$ cat src/rtl/card_status_pkg.sv
// Constants and carriers for the socket interrupt, general control and status change block.
// Assumes a byte-wide register port on the host clock, card pins already synchronous.
package card_status_pkg;
   localparam logic [7:0] IGC_OFFSET = 8'h03;
   localparam logic [7:0] CSC_OFFSET = 8'h04;
   localparam logic [7:0] IGC_RESET = 8'h00;
   localparam logic [7:0] IGC_WMASK = 8'hEF;
   localparam logic [7:0] CSC_RESET = 8'h00;
   localparam int RING_BIT = 7;
   localparam int RESET_BIT = 6;
   localparam int TYPE_BIT = 5;
   localparam int IRQ_LSB = 0;
   localparam int IRQ_W = 4;
   localparam int CD_BIT = 3;
   localparam int RDY_BIT = 2;
   localparam int WARN_BIT = 1;
   localparam int DEAD_BIT = 0;
   localparam logic [3:0] IRQ_NONE = 4'h0;

   typedef struct packed {
      logic [7:0] addr;
      logic [7:0] wdata;
      logic wr;
      logic rd;
   } reg_req_t;

   typedef struct packed {
      logic cd1_b;
      logic cd2_b;
      logic ready;
      logic bvd1;
      logic bvd2;
   } card_pins_t;
endpackage : card_status_pkg

$ cat src/rtl/card_status_interrupt_control.sv
// Interrupt steering, card type, card reset and status change latch of one socket.
// Assumes the status change enables and the acknowledge mode come from neighbouring logic.
module card_status_interrupt_control #(
   parameter int NUM_IRQ = 16
) (
   input wire logic clk,
   input wire logic rst_b,
   input wire card_status_pkg::reg_req_t req,
   output logic [7:0] rdata,
   input wire card_status_pkg::card_pins_t pins,
   input wire logic func_irq_b,
   input wire logic [3:0] csc_enable,
   input wire logic explicit_ack,
   input wire logic [3:0] csc_irq_sel,
   output logic card_reset_b,
   output logic io_card,
   output logic ring_indicate,
   output logic csc_int,
   output logic [NUM_IRQ-1:0] irq_out
);
   if (NUM_IRQ < 16) begin : g_chk
      $error("NUM_IRQ must cover a 4-bit select");
   end

   logic [7:0] igc_reg;
   logic [3:0] csc_reg;
   logic [3:0] csc_next;
   logic [3:0] set_vec;
   logic [3:0] vis;
   logic cd_prev_reg;
   logic rdy_prev_reg;
   logic stsc_prev_reg;
   logic seated;
   logic ring_en;
   logic is_io;
   logic rd_csc;

   function automatic logic [NUM_IRQ-1:0] irq_decode(input logic [3:0] sel, input logic act);
      logic [NUM_IRQ-1:0] v;
      v = '0;
      if (act && sel != card_status_pkg::IRQ_NONE) begin
         v[sel] = 1'b1;
      end
      return v;
   endfunction : irq_decode

   assign seated = !pins.cd1_b && !pins.cd2_b;
   assign is_io = igc_reg[card_status_pkg::TYPE_BIT];
   assign ring_en = igc_reg[card_status_pkg::RING_BIT] && is_io;
   assign rd_csc = req.rd && req.addr == card_status_pkg::CSC_OFFSET;

   always_ff @(posedge clk) begin
      if (!rst_b) begin
         igc_reg <= card_status_pkg::IGC_RESET;
      end else if (req.wr && req.addr == card_status_pkg::IGC_OFFSET) begin
         igc_reg <= req.wdata & card_status_pkg::IGC_WMASK;
      end
   end

   always_ff @(posedge clk) begin
      if (!rst_b) begin
         cd_prev_reg <= 1'b0;
         rdy_prev_reg <= 1'b0;
         stsc_prev_reg <= 1'b1;
      end else begin
         cd_prev_reg <= seated;
         rdy_prev_reg <= pins.ready;
         stsc_prev_reg <= pins.bvd1;
      end
   end

   always_comb begin
      set_vec = '0;
      set_vec[card_status_pkg::CD_BIT] = seated != cd_prev_reg;
      set_vec[card_status_pkg::RDY_BIT] = pins.ready && !rdy_prev_reg;
      set_vec[card_status_pkg::WARN_BIT] = !is_io && pins.bvd1 && !pins.bvd2;
      if (is_io) begin
         set_vec[card_status_pkg::DEAD_BIT] = !ring_en && !pins.bvd1 && stsc_prev_reg;
      end else begin
         set_vec[card_status_pkg::DEAD_BIT] = !pins.bvd1;
      end
      set_vec = set_vec & csc_enable;
   end

   always_comb begin
      csc_next = csc_reg;
      if (rd_csc && !explicit_ack) begin
         csc_next = '0;
      end
      if (req.wr && req.addr == card_status_pkg::CSC_OFFSET) begin
         csc_next = csc_next & ~req.wdata[3:0];
      end
      // Set beats clear so no event is lost
      csc_next = csc_next | set_vec;
   end

   always_ff @(posedge clk) begin
      if (!rst_b) begin
         csc_reg <= card_status_pkg::CSC_RESET[3:0];
      end else begin
         csc_reg <= csc_next;
      end
   end

   always_comb begin
      vis = csc_reg & csc_enable;
      if (is_io) begin
         vis[card_status_pkg::WARN_BIT] = 1'b0;
      end
      if (ring_en) begin
         vis[card_status_pkg::DEAD_BIT] = 1'b0;
      end
   end

   always_ff @(posedge clk) begin
      if (!rst_b) begin
         rdata <= '0;
      end else if (req.rd) begin
         unique case (req.addr)
            card_status_pkg::IGC_OFFSET: rdata <= igc_reg;
            card_status_pkg::CSC_OFFSET: rdata <= {4'h0, vis};
            default: rdata <= '0;
         endcase
      end else begin
         rdata <= '0;
      end
   end

   always_ff @(posedge clk) begin
      if (!rst_b) begin
         csc_int <= 1'b0;
         card_reset_b <= 1'b0;
         io_card <= 1'b0;
         ring_indicate <= 1'b0;
         irq_out <= '0;
      end else begin
         csc_int <= |(csc_next & csc_enable);
         card_reset_b <= igc_reg[card_status_pkg::RESET_BIT];
         io_card <= is_io;
         ring_indicate <= ring_en && !pins.bvd1;
         irq_out <= irq_decode(igc_reg[card_status_pkg::IRQ_LSB +: card_status_pkg::IRQ_W],
                              is_io && !func_irq_b)
                  | irq_decode(csc_irq_sel, |(csc_next & csc_enable));
      end
   end

   property p_warn_io;
      @(posedge clk) disable iff (!rst_b) (req.rd && req.addr == card_status_pkg::CSC_OFFSET
         && is_io) |=> !rdata[card_status_pkg::WARN_BIT];
   endproperty
   a_warn_io: assert property (p_warn_io) else $error("warning bit read set for I/O");

   property p_upper_zero;
      @(posedge clk) disable iff (!rst_b) rd_csc |=> rdata[7:4] == 4'h0;
   endproperty
   a_upper_zero: assert property (p_upper_zero) else $error("reserved bits nonzero");

   property p_rd_clear;
      @(posedge clk) disable iff (!rst_b) (rd_csc && !explicit_ack && set_vec == 4'h0)
         |=> csc_reg == 4'h0;
   endproperty
   a_rd_clear: assert property (p_rd_clear) else $error("read did not clear");

   property p_int_level;
      @(posedge clk) disable iff (!rst_b) ##1 csc_int == $past(|(csc_next & csc_enable));
   endproperty
   a_int_level: assert property (p_int_level) else $error("interrupt not level");

   property p_rdy_set;
      @(posedge clk) disable iff (!rst_b) (pins.ready && !rdy_prev_reg
         && csc_enable[card_status_pkg::RDY_BIT]) |=> csc_reg[card_status_pkg::RDY_BIT];
   endproperty
   a_rdy_set: assert property (p_rdy_set) else $error("ready edge lost");

   property p_disabled_zero;
      @(posedge clk) disable iff (!rst_b) (rd_csc && !csc_enable[card_status_pkg::CD_BIT])
         |=> !rdata[card_status_pkg::CD_BIT];
   endproperty
   a_disabled_zero: assert property (p_disabled_zero) else $error("disabled bit read");

   property p_card_reset;
      @(posedge clk) disable iff (!rst_b) ##1 card_reset_b ==
         $past(igc_reg[card_status_pkg::RESET_BIT]);
   endproperty
   a_card_reset: assert property (p_card_reset) else $error("card reset mismatch");

   property p_w1c;
      @(posedge clk) disable iff (!rst_b) (req.wr && req.addr == card_status_pkg::CSC_OFFSET
         && req.wdata[card_status_pkg::CD_BIT] && !set_vec[card_status_pkg::CD_BIT])
         |=> !csc_reg[card_status_pkg::CD_BIT];
   endproperty
   a_w1c: assert property (p_w1c) else $error("write one did not clear");

   property p_ring_zero;
      @(posedge clk) disable iff (!rst_b) (rd_csc && ring_en) |=> !rdata[card_status_pkg::DEAD_BIT];
   endproperty
   a_ring_zero: assert property (p_ring_zero) else $error("bit 0 set under ring");
endmodule : card_status_interrupt_control

$ cat config.mk
export PLATFORM = sky130hd
export DESIGN_NAME = card_status_interrupt_control
export DESIGN_NICKNAME = d
export VERILOG_FILES = /design/src/rtl/card_status_pkg.sv /design/src/rtl/card_status_interrupt_control.sv
export SDC_FILE = /design/constraint.sdc
export NUM_CORES = 1
export LEC_CHECK = 0
export BUFFER_PORTS_ARGS = -buffer_cell sky130_fd_sc_hd__buf_4
export CORE_ASPECT_RATIO = 1.25
export CORE_MARGIN = 3
export CORE_UTILIZATION = 43
export CTS_CLUSTER_SIZE = 14
export DETAILED_ROUTE_END_ITERATION = 12
export PLACE_DENSITY = 0.74
export SYNTH_ARGS = -nofsm -noshare
export SYNTH_HDL_FRONTEND = slang
export SYNTH_SLANG_ARGS = --single-unit
$ cat constraint.sdc
create_clock -name clk -period 2 [get_ports clk]
set_clock_uncertainty 0.1 [all_clocks]
set_input_delay 0.2 -clock clk [delete_from_list [all_inputs] [get_ports clk]]
set_output_delay 0.2 -clock clk [all_outputs]
set_load 0.005 [all_outputs]
# After elaboration in Yosys (flattened, before gate mapping)
# Index checks and enable logic that the tools add are counted.
[word_totals]
register_bits = 42
input_bits = 35
word_cells = 69
[op_classes]
bitwise_logic = 7
n_reduce_logical = 30
mux = 14
order_cmp = 4
n_eq_ne = 3
[op_table]
columns = ["operator", "n"]
rows = [
  ["two-way mux 16 bit", 4],
  ["logical AND 1 bit", 17],
  ["AND 4 bit", 4],
  ["bitwise OR 16 bit", 1],
  ["case mux 8 bit (2 select lines)", 1],
  ["< comparator 4 x 5 -> 1 bit (second input constant)", 2],
  ["logical NOT 1 bit", 9],
  ["demux 1 bit (select 4 bit)", 2],
  ["equality test 8 x 2 -> 1 bit (second input constant)", 1],
  ["equality test 8 x 3 -> 1 bit (second input constant)", 1],
  ["greater-or-equal comparator 4 x 1 -> 1 bit (second input constant)", 2],
  ["two-way mux 4 bit", 2],
  ["nonzero test 4 bit", 2],
  ["two-way mux 1 bit", 5],
  ["NOT 4 bit", 1],
  ["bitwise OR 4 bit", 1],
  ["OR reduction 4 bit", 1],
  ["AND reduction 2 bit", 1],
  ["inequality test 1 bit", 1],
]

# Depth between registers and ports, before layout
[depth]
word_depth = 13
mapped_depth = 7
depth_no_buf = 5

# Worst setup path before layout
# OpenSTA, ideal clock, no wires.
[synth_timing]
path_type = "input port to flip-flop"
from = "input port req[15] (netlist name)"
to = "register irq_out[7]"
setup_ns = 0.124
arrival_ns = 1.713
path_slack_ns = 0.062
path_stages = 6
path_cell_list = "or4_4 > nor4_4 > a21oi_1 > nor4_4 > buf_6 > o22ai_1"
[synth_between]
elab_chain_cells = 13
[synth_lines]
columns = ["item", "line", "rtl"]
rows = [
  ["from (decl)", "card_status_interrupt_control.sv:8", "input wire card_status_pkg::reg_req_t req,"],
  ["equality test 8 x 3 -> 1 bit *", "card_status_interrupt_control.sv:50, card_status_interrupt_control.sv:90", ""],
  ["logical AND 1 bit", "card_status_interrupt_control.sv:50", "assign rd_csc = req.rd && req.addr == card_status_pkg::CSC_OFFSET;"],
  ["logical AND 1 bit", "card_status_interrupt_control.sv:87", "if (rd_csc && !explicit_ack) begin"],
  ["two-way mux 4 bit", "card_status_interrupt_control.sv:87", ""],
  ["AND 4 bit", "card_status_interrupt_control.sv:91", "csc_next = csc_next & ~req.wdata[3:0];"],
  ["two-way mux 4 bit *", "card_status_interrupt_control.sv:90", "if (req.wr && req.addr == card_status_pkg::CSC_OFFSET) begin"],
  ["bitwise OR 4 bit *", "card_status_interrupt_control.sv:94", "csc_next = csc_next | set_vec;"],
  ["AND 4 bit *", "card_status_interrupt_control.sv:143", "| irq_decode(csc_irq_sel, |(csc_next & csc_enable));"],
  ["OR reduction 4 bit *", "card_status_interrupt_control.sv:143", ""],
  ["logical AND 1 bit *", "card_status_interrupt_control.sv:41", "if (act && sel != card_status_pkg::IRQ_NONE) begin"],
  ["two-way mux 16 bit *", "card_status_interrupt_control.sv:41", ""],
  ["two-way mux 16 bit *", "card_status_interrupt_control.sv:130", "if (!rst_b) begin"],
  ["bitwise OR 16 bit *", "card_status_interrupt_control.sv:143", ""],
  ["to (signal assigned)", "card_status_interrupt_control.sv:141", "irq_out <= irq_decode(igc_reg[card_status_pkg::IRQ_LSB +: card_status_pkg::IRQ_W],"],
  ["to (decl)", "card_status_interrupt_control.sv:19", "output logic [NUM_IRQ-1:0] irq_out"],
]
# Every way passes the cells marked *; elsewhere a longest branch is shown, timed or not. The select of a mux whose other input is x is not followed.
# A chain may end at the register's enable or synchronous reset.

# Final worst setup path
[layout_timing]
from = "register igc_reg[7]"
to = "register irq_out[12]"
[layout_between]
elab_chain_cells = 13
[layout_lines]
columns = ["item", "line", "rtl"]
rows = [
  ["from (decl)", "card_status_interrupt_control.sv:25", "logic [7:0] igc_reg;"],
  ["from (signal assigned)", "card_status_interrupt_control.sv:54", "igc_reg <= card_status_pkg::IGC_RESET;"],
  ["from (signal assigned)", "card_status_interrupt_control.sv:56", "igc_reg <= req.wdata & card_status_pkg::IGC_WMASK;"],
  ["logical AND 1 bit", "card_status_interrupt_control.sv:49", "assign ring_en = igc_reg[card_status_pkg::RING_BIT] && is_io;"],
  ["logical NOT 1 bit", "card_status_interrupt_control.sv:78", "set_vec[card_status_pkg::DEAD_BIT] = !ring_en && !pins.bvd1 && stsc_prev_reg;"],
  ["logical AND 1 bit (2 in a row)", "card_status_interrupt_control.sv:78", ""],
  ["two-way mux 1 bit", "card_status_interrupt_control.sv:77", "if (is_io) begin"],
  ["AND 4 bit", "card_status_interrupt_control.sv:82", "set_vec = set_vec & csc_enable;"],
  ["bitwise OR 4 bit", "card_status_interrupt_control.sv:94", ""],
  ["AND 4 bit", "card_status_interrupt_control.sv:143", ""],
  ["OR reduction 4 bit", "card_status_interrupt_control.sv:143", ""],
  ["logical AND 1 bit", "card_status_interrupt_control.sv:41", ""],
  ["two-way mux 16 bit", "card_status_interrupt_control.sv:41", ""],
  ["two-way mux 16 bit", "card_status_interrupt_control.sv:130", ""],
  ["bitwise OR 16 bit", "card_status_interrupt_control.sv:143", ""],
]
# No other way between the ends. The select of a mux whose other input is x is not followed.

==> results.md <==
- The longest clock path from root to sink contains 2 buffers.
- The share of total power dissipated in sequential elements is 0.506.
- The post-route non-filler standard cell count is 307.
- In the final routed layout, each cell accounts on average for 13.3 um.
- The maximum VDD drop is 0.000391 V.
- The number of max-slew violations in the final report was 0.
- The commonest register cell after synthesis is dfxtp_1.
- The final weighted congestion in routability-driven placement is 0.884.
- The source of the worst hold timing path is pins[1].
- The post-layout instance area is 2380 um^2.
- The number of hold buffers added after CTS was 2.
- The sequential-to-total area share from yosys stat is 0.480.
- The launch instance of the worst register-to-register path is igc_reg[7].
- The critical-path cell with the highest stage delay is dfxtp_1.
- The largest single stage delay on the critical path is 0.39 ns.
- The clock period minus final worst setup slack is 1.80 ns.
- For this run, the top clock speed supported by timing is 0.555 GHz.
- For this block, the initial DRC count from the detailed router was 88.
- The max capacitance violation total is 0.
- The cell type with the highest occurrence count on the critical path is o21ai_0.
- TritonCTS built the clock tree.
- Setup repair after global routing left no endpoint under its margin.
- Setup violations remaining at the end of the flow were counted as 0.
- In this run the static leakage power is 0.967 nW.
- The number of buffers inserted by port buffering is 60.
- The mean instance size in the synthesized netlist is 9.29 um^2.
- The post-placement cell count is 298.
- The count of unique library cells instantiated by Yosys is 33.
- The die is 76.5 um tall.
- The critical-path maximum fanout is 16.
- The total of warnings raised by yosys is 0.
- Counting flops and latches in the post-synthesis netlist gives 41.
- The final critical-path share of the clock period is 0.900.
- The arrival time at the worst endpoint is 1.86 ns.
- The gate count of the mapped netlist is 184.
- The internal portion of the total power is 1.29 mW.
- The register-to-register setup slack is 0.20 ns.
- The total DRC errors in the routed layout is 0.
- From synthesis to final layout, the design area changed by 39.0%.
- After clock tree synthesis, the repair step resized 0 gates.
- Fill cells in the final layout number 369.
- The end of the worst register-to-register path is irq_out[12].
- The number of antenna violations at the first check in global routing is 0.
- For this run, the detailed router's first-pass iteration total came to 4.
- Of the total power, the clock network draws 0.380.
- Counting both buffers and inverters, the worst setup path holds a total of 1.
- The number of buffers inserted during clock tree synthesis is 5.
- The floorplan has 25 rows.
- The synthesized design contains 0 enable-type register cells.
- Across all layers, the routed design uses 1613 vias.
- Clock-pin slew was measured on the worst setup and hold paths at 0.07 ns.
- The register with the most flip-flops in the layout has 16 of them.
- The first-pass GRT wire length is 6.93 mm.
- The flow ran to the end, and the final reports show no timing, DRC or antenna violations.
- The residual antenna-violating net count after detailed routing is 0.
- The clock insertion delay at the later pin of the skew report is 0.29 ns.
- The via count of the first global-routing pass is 1553.
- The tree is rooted in a clkbuf_8.
- The half-perimeter wire length after detailed placement is 3.12 mm.
- For the worst flop-to-flop path, the logic depth is 6.
- The actual slew at the worst max-slew pin is 0.482 ns.
- The global-route usage over all layers is 0.180.
- The endpoint with the worst hold slack is ring_indicate.
- For this configuration, the core starts out at a cell density of 0.448.
- Of the total power, combinational logic draws 0.114.
- Data on the critical path is required at its endpoint by 2.06 ns.
- In this run the count of I/O pins placed on the die edge is 63.
- In the final layout, the share of cells above drive strength 1 is 0.308.
- The final-stage net count is 288.
- Entering global routing, the biggest net connects 35 pins.
- For this run, the share of the core covered by cells in the final layout is 0.623.
- The post-synth design cell area is 1710 um^2.
- The family with the most delay on the worst path is compound AO/OA/AOI/OAI gates.
- Of the total power, the share spent switching nets is 0.219.
- The post-detailed-route via-to-cell ratio is 5.25.
- Walking the worst path, the cells encountered are nor2b_1 > o21ai_0 > o2111ai_1 > nor4_4 > buf_12 > o21ai_0.
- The die is 62.4 um wide.
- The cell count along the critical path is 6.
- The placed cell area is 2250 um^2.
- The power density over the cells is 697 nW/um^2.
- The number of failing hold endpoints at the final stage came to 0.
- The post-CTS setup repair buffer count is 0.
- The core region is 3820 um^2.
- The total die area is 4770 um^2.
- Summed over all layers, the global routing overflow is 0.
- The analysis attributes to net switching a power of 0.363 mW.
- The path class of the tightest hold or removal check is in -> reg.
- The number of cells traversed by the worst hold path is 2.
- The relative max-transition margin is 0.675.
- The count of H-tree levels built during CTS is 2.
- The total number of clock tree sinks is 41.
- The final antenna diode count is 0.
- The kind of end point of the critical path is a flop.
- By startpoint and endpoint, the worst setup path is classified as reg -> reg.
- The total wirelength of the detailed-routed design is 4.09 mm.
- In the synthesized netlist the async set-or-reset flop fraction comes to 0.
- The worst setup path is launched from a flop.
## cells by family (layout without fill, tap and decap cells)
logic type,after synthesis,in the layout,synth area share
other,1,2,0.00219
multiplexers,7,7,0.0410
flip-flops,41,41,0.480
AO/OA/AOI/OAI,35,35,0.125
buffers and inverters,10,78,0.0351
AND/OR/NAND/NOR,90,90,0.316
## Yosys cell counts (all sizes together), types with 5 or more instances
cell type | instances | area (um^2)
and2 | 5 | 31.3
o21ai | 8 | 40.0
o22ai | 11 | 68.8
nand4 | 6 | 37.5
nor2 | 6 | 22.5
mux2i | 7 | 70.1
nand2 | 21 | 78.8
nor2b | 16 | 100
dfxtp | 41 | 821
nand2b | 6 | 37.5
a21oi | 9 | 48.8
nand3 | 12 | 60.1
## cell usage in the layout (no fill, tap or decap)
master         Yosys  final
o22ai_1           11     11
and3_1             3      3
or3_1              3      3
nand2b_1           6      6
inv_1              3      3
nor4bb_1           1      1
a22oi_1            1      1
dfxtp_1           41     41
a32oi_1            2      2
buf_4              2     64
o21a_1             1      1
clkinv_2           0      1
dlygate4sd3_1      0      2
buf_12             0      2
nor2b_1           16     16
o2111ai_1          1      1
a21oi_2            1      1
nor3b_1            2      2
nand3b_1           2      2
a21boi_0           2      2
a21oi_1            8      8
nor4_1             1      1
mux2i_1            7      7
nand4_1            6      6
conb_1             1      2
nor2_1             6      6
nand2_1           21     21
and2_1             5      5
and3b_1            1      1
clkbuf_8           0      5
nor3_1             1      1
nor4_4             3      3
bufinv_16          0      1
nand3_1           12     12
or4_4              1      1
o21ai_0            8      8
## how the worst max path moves through the flow
stage | startpoint | endpoint
after floorplan | req[15] | irq_out[7]
after CTS | igc_reg[7] | irq_out[8]
after detailed placement | req[15] | irq_out[7]
after global placement | req[15] | irq_out[7]
after global routing | igc_reg[7] | irq_out[12]
final | igc_reg[7] | irq_out[12]
## layer usage
| layer | vias up | track usage | wire (um) |
|---|---|---|---|
| li1 | 789 | - | - |
| met1 | 730 | 0.200 | 1550 |
| met2 | 81 | 0.316 | 2110 |
| met3 | 13 | 0.0413 | 289 |
| met4 | 0 | 0.0927 | 142 |
| met5 | - | 0 | 0 |
## cell type report
cell class / instances / area, um^2 / share of cell area
Sequential cell: 41 / 821 / 0.345
Tap cell: 54 / 67.6 / 0.0284
Multi-Input combinational cell: 134 / 832 / 0.350
Clock inverter: 2 / 35.0 / 0.0147
Timing Repair Buffer: 68 / 541 / 0.227
Clock buffer: 5 / 68.8 / 0.0290
Inverter: 3 / 11.3 / 0.00474
## power groups by stage
stage	logic, mW	registers, mW	clock network [mW]
global route	0.206	0.840	0.680
finish	0.189	0.838	0.629
CTS	0.188	0.838	0.646
global placement	0.182	0.857	0
floorplan	0.0853	0.857	0
detailed placement	0.184	0.857	0
## worst register-to-register path: stages (launching register included)
cell       delay, ns
dfxtp_1         0.39
nor2b_1         0.08
o21ai_0         0.26
o2111ai_1       0.22
nor4_4          0.36
buf_12          0.18
o21ai_0         0.09
## stage by stage
| stage | setup TNS [ns] | hold slack [ns] | power, mW | worst slack [ns] |
|---|---|---|---|---|
| global route | 0 | 0.0174 | 1.73 | 0.00670 |
| CTS | 0 | 0.00576 | 1.67 | 0.187 |
| detailed placement | -0.492 | 0.286 | 1.04 | -0.0517 |
| finish | 0 | 0.0182 | 1.66 | 0.200 |
| floorplan | 0 | 0.173 | 0.943 | 0.0625 |
| global placement | -0.272 | 0.281 | 1.04 | -0.0345 |
Power figures use the tool's default switching activity.
